<file path="src/shared/acb_pkg.sv">
`default_nettype none
package acb_pkg;

    ////////////////////////////////////////////////////////////////////////////////
    // datapath width
    localparam int ACB_SAMPLE_W = 24;

    ////////////////////////////////////////////////////////////////////////////////
    // register offsets
    localparam logic [7:0] ACB_ADDR_INPUT_CONFIG   = 8'h50;
    localparam logic [7:0] ACB_ADDR_DIGITAL_VOLUME = 8'h52;
    localparam logic [7:0] ACB_ADDR_FINE_GAIN      = 8'h53;

    // reset values
    localparam logic [7:0] ACB_RST_INPUT_CONFIG    = 8'h00;
    localparam logic [7:0] ACB_RST_DIGITAL_VOLUME  = 8'ha1;
    localparam logic [7:0] ACB_RST_FINE_GAIN       = 8'h80;

    // field positions
    localparam int ACB_SRC_MSB = 7;
    localparam int ACB_SRC_LSB = 6;
    localparam int ACB_FS_BIT  = 1;
    localparam int ACB_BW_BIT  = 0;
    localparam int ACB_FG_MSB  = 7;
    localparam int ACB_FG_LSB  = 4;

    // writable bits; everything else is reserved and reads zero
    localparam logic [7:0] ACB_WMASK_INPUT_CONFIG  = 8'hc3;
    localparam logic [7:0] ACB_WMASK_FINE_GAIN     = 8'hf0;

    ////////////////////////////////////////////////////////////////////////////////
    // gain law: volume code 0 mutes, code+7 splits into octaves of 12 half-dB steps
    localparam logic [7:0] ACB_VOL_MUTE      = 8'h00;
    localparam logic [8:0] ACB_VOL_OCT_BIAS  = 9'h007;
    localparam logic [8:0] ACB_VOL_STEPS_OCT = 9'h00c;
    localparam logic [4:0] ACB_VOL_OCT_TOP   = 5'h1d;
    localparam logic [4:0] ACB_FG_RSHIFT     = 5'h0f;

    // volume mantissas, Q1.15, 0 dB to 5.5 dB in 0.5 dB steps
    localparam logic [15:0] ACB_VOL_MANT [12] = '{
        16'h8000, 16'h8796, 16'h8f9e, 16'h9821, 16'ha124, 16'haab1,
        16'hb4ce, 16'hbf85, 16'hcade, 16'hd6e4, 16'he3a0, 16'hf11c
    };

    // fine gain mantissas, Q1.15, -0.8 dB to 0.7 dB in 0.1 dB steps
    localparam logic [15:0] ACB_FG_MANT [16] = '{
        16'h74bd, 16'h7617, 16'h7775, 16'h78d7, 16'h7a3d, 16'h7ba8,
        16'h7d16, 16'h7e89, 16'h8000, 16'h817b, 16'h82fb, 16'h847f,
        16'h8608, 16'h8796, 16'h8928, 16'h8abe
    };

    ////////////////////////////////////////////////////////////////////////////////
    // types
    typedef enum logic [1:0] {
        ACB_SRC_DIFFERENTIAL,
        ACB_SRC_SINGLE_ENDED,
        ACB_SRC_UNUSED2,
        ACB_SRC_UNUSED3
    } acb_src_t;

    typedef struct packed {
        logic       wr;
        logic       rd;
        logic [7:0] addr;
        logic [7:0] wdata;
    } acb_reg_req_t;

    typedef struct packed {
        logic                           valid;
        logic signed [ACB_SAMPLE_W-1:0] data;
    } acb_sample_t;

endpackage
`default_nettype wire

</file>
<file path="src/logic/acb_scale.sv">
`timescale 1ns/10ps
`default_nettype none
module acb_scale #(
    parameter int W = 24
) (
    input  wire logic                i_clk,
    input  wire logic                i_rst,
    input  wire logic                i_valid,
    input  wire logic signed [W-1:0] i_data,
    input  wire logic [15:0]         i_coef,
    input  wire logic [4:0]          i_rshift,
    input  wire logic                i_zero,
    output var  logic                o_valid,
    output var  logic signed [W-1:0] o_data
);

    ////////////////////////////////////////////////////////////////////////////////
    // product scaled by 2^-rshift, saturated back to W bits
    localparam logic signed [W+16:0] MAX_V = {18'h00000, {(W-1){1'b1}}};
    localparam logic signed [W+16:0] MIN_V = ~MAX_V;

    wire logic signed [W+16:0] prod;
    wire logic signed [W+16:0] shifted;
    wire logic signed [W-1:0]  sat;

    assign prod    = i_data * $signed({1'b0, i_coef});
    assign shifted = prod >>> i_rshift;
    assign sat     = (shifted > MAX_V) ? MAX_V[W-1:0] :
                     (shifted < MIN_V) ? MIN_V[W-1:0] : shifted[W-1:0];

    always_ff @(posedge i_clk) begin
        if (i_rst) begin
            o_valid <= 1'b0;
            o_data  <= '0;
        end else begin
            o_valid <= i_valid;
            o_data  <= i_zero ? '0 : sat;
        end
    end

endmodule
`default_nettype wire

</file>
<file path="src/logic/acb_config_bank.sv">
// Behaviour
// - The two-bit input source field at bits 7-6 of the input config register selects differential input for code 0 and single-ended for code 1, and codes 2 and 3 are not to be used.
// - The full-scale bit selects a 10 Vrms differential range when clear and 5 Vrms when set.
// - The bandwidth bit selects 24 kHz audio bandwidth when clear and 96 kHz wide bandwidth when set.
// - A digital volume code of zero mutes the channel output completely.
// - Volume code 1 gives -80 dB and each further code adds 0.5 dB.
// - Volume code 161 gives 0 dB and code 255 gives the maximum of 47 dB.
// - The digital volume register uses all eight bits, is read-write and resets to 0xa1.
// - The fine gain field in the upper nibble steps 0.1 dB from -0.8 dB at code 0 to 0.7 dB at 15.
// - The fine gain field resets to 8, so the register reads 0x80 and applies no correction.
// - The input config register sits at 0x50 and resets to 0x00.
`timescale 1ns/10ps
`default_nettype none
module acb_config_bank
    import acb_pkg::*;
#(
    parameter int SAMPLE_W = ACB_SAMPLE_W
) (
    input  wire logic                       i_clk,
    input  wire logic                       i_rst,
    input  wire acb_reg_req_t               i_reg,
    input  wire logic                       i_sample_valid,
    input  wire logic signed [SAMPLE_W-1:0] i_sample_data,
    output var  logic [7:0]                 o_rd_data,
    output var  logic                       o_rd_valid,
    output var  acb_src_t                   o_input_source,
    output var  logic                       o_full_scale_select,
    output var  logic                       o_bandwidth_select,
    output var  logic [7:0]                 o_digital_volume,
    output var  logic [3:0]                 o_fine_gain,
    output var  logic                       o_sample_valid,
    output var  logic signed [SAMPLE_W-1:0] o_sample_data
);

    ////////////////////////////////////////////////////////////////////////////////
    // address decode

    wire logic sel_cfg;
    wire logic sel_vol;
    wire logic sel_fg;
    wire logic wr_cfg;
    wire logic wr_vol;
    wire logic wr_fg;

    assign sel_cfg = (i_reg.addr == ACB_ADDR_INPUT_CONFIG);
    assign sel_vol = (i_reg.addr == ACB_ADDR_DIGITAL_VOLUME);
    assign sel_fg  = (i_reg.addr == ACB_ADDR_FINE_GAIN);
    assign wr_cfg  = i_reg.wr & sel_cfg;
    assign wr_vol  = i_reg.wr & sel_vol;
    assign wr_fg   = i_reg.wr & sel_fg;

    ////////////////////////////////////////////////////////////////////////////////
    // register storage; only writable bits are held, reserved ones stay zero

    logic [7:0] cfg_q;
    logic [7:0] cfg_d;
    logic [7:0] vol_q;
    logic [7:0] vol_d;
    logic [7:0] fg_q;
    logic [7:0] fg_d;

    // stray ones in reserved positions are dropped so they never read back
    assign cfg_d = wr_cfg ? (i_reg.wdata & ACB_WMASK_INPUT_CONFIG) : cfg_q;
    assign vol_d = wr_vol ? i_reg.wdata : vol_q;
    assign fg_d  = wr_fg  ? (i_reg.wdata & ACB_WMASK_FINE_GAIN) : fg_q;

    always_ff @(posedge i_clk) begin
        if (i_rst) begin
            cfg_q <= ACB_RST_INPUT_CONFIG;
            vol_q <= ACB_RST_DIGITAL_VOLUME;
            fg_q  <= ACB_RST_FINE_GAIN;
        end else begin
            cfg_q <= cfg_d;
            vol_q <= vol_d;
            fg_q  <= fg_d;
        end
    end

    ////////////////////////////////////////////////////////////////////////////////
    // read port; unmapped offsets return zero

    logic [7:0] rd_data_q;
    logic       rd_valid_q;
    wire  logic [7:0] rd_mux;

    assign rd_mux = sel_cfg ? cfg_q :
                    sel_vol ? vol_q :
                    sel_fg  ? fg_q  : 8'h00;

    always_ff @(posedge i_clk) begin
        if (i_rst) begin
            rd_data_q  <= 8'h00;
            rd_valid_q <= 1'b0;
        end else begin
            rd_data_q  <= i_reg.rd ? rd_mux : 8'h00;
            rd_valid_q <= i_reg.rd;
        end
    end

    assign o_rd_data  = rd_data_q;
    assign o_rd_valid = rd_valid_q;

    ////////////////////////////////////////////////////////////////////////////////
    // analog front end controls, straight from the register bits

    // codes 2 and 3 are passed on unchanged; the front end treats them as unused
    assign o_input_source      = acb_src_t'(cfg_q[ACB_SRC_MSB:ACB_SRC_LSB]);
    assign o_full_scale_select = cfg_q[ACB_FS_BIT];
    assign o_bandwidth_select  = cfg_q[ACB_BW_BIT];
    assign o_digital_volume    = vol_q;
    assign o_fine_gain         = fg_q[ACB_FG_MSB:ACB_FG_LSB];

    ////////////////////////////////////////////////////////////////////////////////
    // volume law: code+7 = 12*octave + step, gain = mant[step] * 2^(octave-14)
    // so code 1 lands at -80 dB, code 161 at unity and code 255 at 47 dB;
    // an octave is taken as exactly x2, so far codes drift a few tenths of a dB

    wire logic [8:0]  vol_idx;
    wire logic [8:0]  vol_oct_w;
    wire logic [8:0]  vol_rem_w;
    wire logic [4:0]  vol_oct;
    wire logic [3:0]  vol_rem;
    wire logic [15:0] vol_coef;
    wire logic [4:0]  vol_rshift;
    wire logic        vol_mute;

    assign vol_idx    = {1'b0, vol_q} + ACB_VOL_OCT_BIAS;
    assign vol_oct_w  = vol_idx / ACB_VOL_STEPS_OCT;
    assign vol_rem_w  = vol_idx % ACB_VOL_STEPS_OCT;
    assign vol_oct    = vol_oct_w[4:0];
    assign vol_rem    = vol_rem_w[3:0];
    assign vol_coef   = ACB_VOL_MANT[vol_rem];
    assign vol_rshift = ACB_VOL_OCT_TOP - vol_oct;
    assign vol_mute   = (vol_q == ACB_VOL_MUTE);

    ////////////////////////////////////////////////////////////////////////////////
    // fine gain law: a 16-entry table around unity at code 8

    wire logic [15:0] fg_coef;

    assign fg_coef = ACB_FG_MANT[fg_q[ACB_FG_MSB:ACB_FG_LSB]];

    ////////////////////////////////////////////////////////////////////////////////
    // sample path: volume stage then fine gain stage, one cycle each

    logic                       vol_valid;
    logic signed [SAMPLE_W-1:0] vol_data;

    // mute forces zero rather than the largest attenuation
    acb_scale #(
        .W        (SAMPLE_W)
    ) u_volume (
        .i_clk    (i_clk),
        .i_rst    (i_rst),
        .i_valid  (i_sample_valid),
        .i_data   (i_sample_data),
        .i_coef   (vol_coef),
        .i_rshift (vol_rshift),
        .i_zero   (vol_mute),
        .o_valid  (vol_valid),
        .o_data   (vol_data)
    );

    acb_scale #(
        .W        (SAMPLE_W)
    ) u_fine_gain (
        .i_clk    (i_clk),
        .i_rst    (i_rst),
        .i_valid  (vol_valid),
        .i_data   (vol_data),
        .i_coef   (fg_coef),
        .i_rshift (ACB_FG_RSHIFT),
        .i_zero   (1'b0),
        .o_valid  (o_sample_valid),
        .o_data   (o_sample_data)
    );

endmodule
`default_nettype wire

</file>
<file path="config.mk">
export PLATFORM = sky130hd
export DESIGN_NAME = acb_config_bank
export DESIGN_NICKNAME = d
export VERILOG_FILES = /design/src/shared/acb_pkg.sv /design/src/logic/acb_scale.sv /design/src/logic/acb_config_bank.sv
export SDC_FILE = /design/constraint.sdc
export NUM_CORES = 2
export LEC_CHECK = 0
export BUFFER_PORTS_ARGS = -buffer_cell sky130_fd_sc_hd__buf_2
export CAP_MARGIN = 20
export CORE_MARGIN = 1
export CORE_UTILIZATION = 60
export DETAILED_ROUTE_END_ITERATION = 6
export PLACE_DENSITY_LB_ADDON = 0.12
export SLEW_MARGIN = 5
export SYNTH_ARGS = -nofsm -noshare
export SYNTH_HDL_FRONTEND = slang
export SYNTH_HIERARCHICAL = 1
export SYNTH_SLANG_ARGS = --single-unit
</file>
<file path="constraint.sdc">
create_clock -name i_clk -period 9.8 [get_ports i_clk]
set_clock_uncertainty 0.15 [all_clocks]
set_input_delay 0.49 -clock i_clk [delete_from_list [all_inputs] [get_ports i_clk]]
set_output_delay 0.49 -clock i_clk [all_outputs]
set_load 0.05 [all_outputs]
</file>
==> impl_metrics.json <==
{
  "status": "complete, but fails checks",
  "violations": "setup timing",
  "netlist_instances": 4668,
  "cts.sinks": 75,
  "end_kind": "register",
  "setup_ws_ns": -0.2690,
  "num_rows": 93,
  "critical_path.top_delay_family": "adder cells",
  "gp_congestion": 0.9562,
  "ctsHtreeMaxLevel": 3,
  "cp-start-kind": "register",
  "die_w_um": 258.2,
  "post_synth.cell_area_avg_um2": 8.439,
  "clk-insertion-delay-late_ns": 0.38,
  "max_slew_margin": 0.2997,
  "yosysSeqAreaShare": 0.03811,
  "core_area_um2": 64700,
  "pre_cts_ws_ns": -0.5590,
  "layout.nets": 5984,
  "irDropWorstVdd_v": 0.00008325,
  "antenna_found_initial": 2,
  "grt_max_degree": 73,
  "hold_path.class": "input pin to register",
  "vias": 33879,
  "grt_pass1_vias": 35552,
  "min_period_ns": 10.07,
  "wire_per_inst_um": 19.19,
  "worst_pin_slew_ns": 1.049,
  "slew_viol_final": 0,
  "fin_crit_sh": 1.027,
  "ys.warnings.count": 6,
  "critPathMaxFanout": 13,
  "dp_hpwl_mm": 89.13,
  "initial_core_util": 0.6089,
  "p_leak_nw": 19.99,
  "synth_flop_cell": "dfxtp_1",
  "dp.cells": 5770,
  "io_buffers": 94,
  "die_h_um": 258.2,
  "areaGrowthSynthToFinish_pct": 14.33,
  "setup.worst_path.class": "register to register",
  "p_total_mw": 2.016,
  "synth_edf_count": 0,
  "clock-root-buffer": "clkbuf_16",
  "yosys.cell_types.count": 133,
  "finalSetupViolations": 23,
  "crit_arrival_ns": 10.22,
  "postRouteAntennaNets": 0,
  "rsz0062_at_grt": "true",
  "ctsLongestPathBuffers": 2,
  "stdcell_count": 5827,
  "yosys.area.top_type": "fa_1",
  "grt-ovfl-total": 0,
  "hold_viol": 0,
  "viasPerCell": 5.814,
  "max_freq_mhz": 99.31,
  "final_cell_area_um2": 45040,
  "whs_ns": 0.1736,
  "ys_ff_latch": 75,
  "drive_gt1_frac": 0.1800,
  "cpPeakStageDelay_ns": 0.55,
  "placed_cell_area_um2": 43340,
  "synth_area_um2": 39390,
  "wl_mm": 111.8,
  "crit_top_cell": "fa_1",
  "cts_buffers": 9,
  "grt_pass1_wl_mm": 181.4,
  "dieArea_um2": 66690,
  "remaining_drc_errors": 0,
  "cts_hold_buf": 0,
  "critPathSlowestCell": "fa_1",
  "track_usage": 0.3364,
  "synth_area_leaders": "fa_1, inv_1, ha_1, and2_1, nand2_1",
  "synthArstFlopShare": 0,
  "path_buf_inv": 10,
  "power_density_nw_per_um2": 44.77,
  "final_util": 0.6961,
  "cts_tree": "done",
  "drt_iter0_drc": 2169,
  "dr.pass1.iters": 6,
  "maxCapViolations": 0,
  "nFillCells": 5376,
  "clkTransAtPathRegs_ns": 0.07,
  "yosys.area.top_type_share": 0.3832,
  "io_pins": 95,
  "worst_ep_required_time_ns": 9.95,
  "fin_setup_tns_ns": -5.756
}
[layer usage]
layer	vias up	GRT usage	wire (um)
li1	15542	-	-
met2	1070	0.6104	57670
met3	294	0.02191	4681
met1	16973	0.4184	44920
met5	-	0	0
met4	0	0.1310	4531
[cells by family after synthesis]
group,Yosys count,synth area share
xor gates and xnor gates,88,0.02115
and+or+nand+nor,1423,0.1797
AOI/OAI and AO/OA,829,0.1531
buffers and inverters,1131,0.1126
DFF,75,0.03811
muxes,147,0.04243
other,2,0.0001906
adders and majority gates,973,0.4527
[registers in the layout, summed over array words and instances (netlist names)]
signal / cells
cfg_q: 4
fg_q: 4
o_digital_volume: 8
o_rd_data: 8
o_rd_valid: 1
u_fine_gain/o_data: 24
u_fine_gain/o_valid: 1
u_volume/o_data: 24
u_volume/o_valid: 1
[cell usage in the layout (no fill, tap or decap), drive strengths merged, types with 17 or more instances in the layout]
| cell | n |
|---|---|
| a211oi | 71 |
| a21boi | 17 |
| a21o | 37 |
| a21oi | 198 |
| a31oi | 33 |
| and2 | 408 |
| and3 | 22 |
| buf | 523 |
| conb | 30 |
| dfxtp | 75 |
| fa | 754 |
| ha | 219 |
| inv | 859 |
| mux2 | 34 |
| mux2i | 101 |
| nand2 | 574 |
| nand3 | 48 |
| nand4 | 28 |
| nor2 | 182 |
| nor3 | 60 |
| nor4 | 18 |
| o211ai | 53 |
| o21a | 26 |
| o21ai | 167 |
| o21bai | 28 |
| o221ai | 20 |
| o31ai | 21 |
| or3 | 24 |
| xnor2 | 54 |
| xor2 | 33 |
[path summary, 6_finish.rpt]
| kind | end | cells after the start | slack (ns) | from |
|---|---|---|---|---|
| hold reg to reg | u_fine_gain/o_valid | 1 | 0.29 | u_volume/o_valid |
| setup / recovery | u_volume/o_data[10] | 38 | -0.27 | o_digital_volume[0] |
| setup reg to reg | u_volume/o_data[10] | 38 | -0.27 | o_digital_volume[0] |
| hold / removal | u_volume/o_valid | 2 | 0.17 | i_sample_valid |
[cell type report]
cell class | instances | area, um2 | area share
Multi-Input combinational cell | 3494 | 34790 | 0.7724
Timing Repair Buffer | 528 | 4126 | 0.09162
Inverter | 858 | 3226 | 0.07162
Sequential cell | 75 | 1514 | 0.03361
Tap cell | 855 | 1070 | 0.02375
Clock buffer | 11 | 242.7 | 0.005389
Clock inverter | 5 | 67.56 | 0.001500
Antenna cell | 1 | 2.502 | 0.00005556
[synthesized netlist by cell type, types with 45 or more instances]
| library cell | n |
|---|---|
| a211oi_1 | 66 |
| mux2i_1 | 101 |
| nand2_1 | 574 |
| ha_1 | 219 |
| nor3_1 | 53 |
| nand3_1 | 45 |
| a21oi_1 | 179 |
| dfxtp_1 | 75 |
| inv_1 | 855 |
| and2_1 | 405 |
| clkbuf_1 | 197 |
| nor2_1 | 181 |
| fa_1 | 754 |
| o211ai_1 | 48 |
| xnor2_1 | 52 |
| o21ai_0 | 123 |
[what timing repair did]
item | in CTS | in global routing
pin swaps | 19 | 66
hold endpoints to repair | 0 | 0
resized for setup | 57 | 133
gates cloned | 4 | 6
buffers inserted | 8 | 24
setup endpoints to repair | 23 | 46
[power breakdown]
| group | leakage [nW] | total (mW) | switching (mW) | internal, mW |
|---|---|---|---|---|
| sequential | 0.621 | 0.417 | 0.0870 | 0.330 |
| combinational | 19.2 | 1.22 | 0.721 | 0.503 |
| clock | 0.153 | 0.375 | 0.166 | 0.209 |
[worst reg2reg max path, delay by kind of cell, from the launching register on]
kind | cells | cell delay [ns]
flops | 1 | 0.38
simple gates | 11 | 2.43
buf+inv | 10 | 1.37
fa+ha+maj | 7 | 3.39
compound gates | 10 | 2.29
Note: power is estimated with default switching activity, not from simulation.
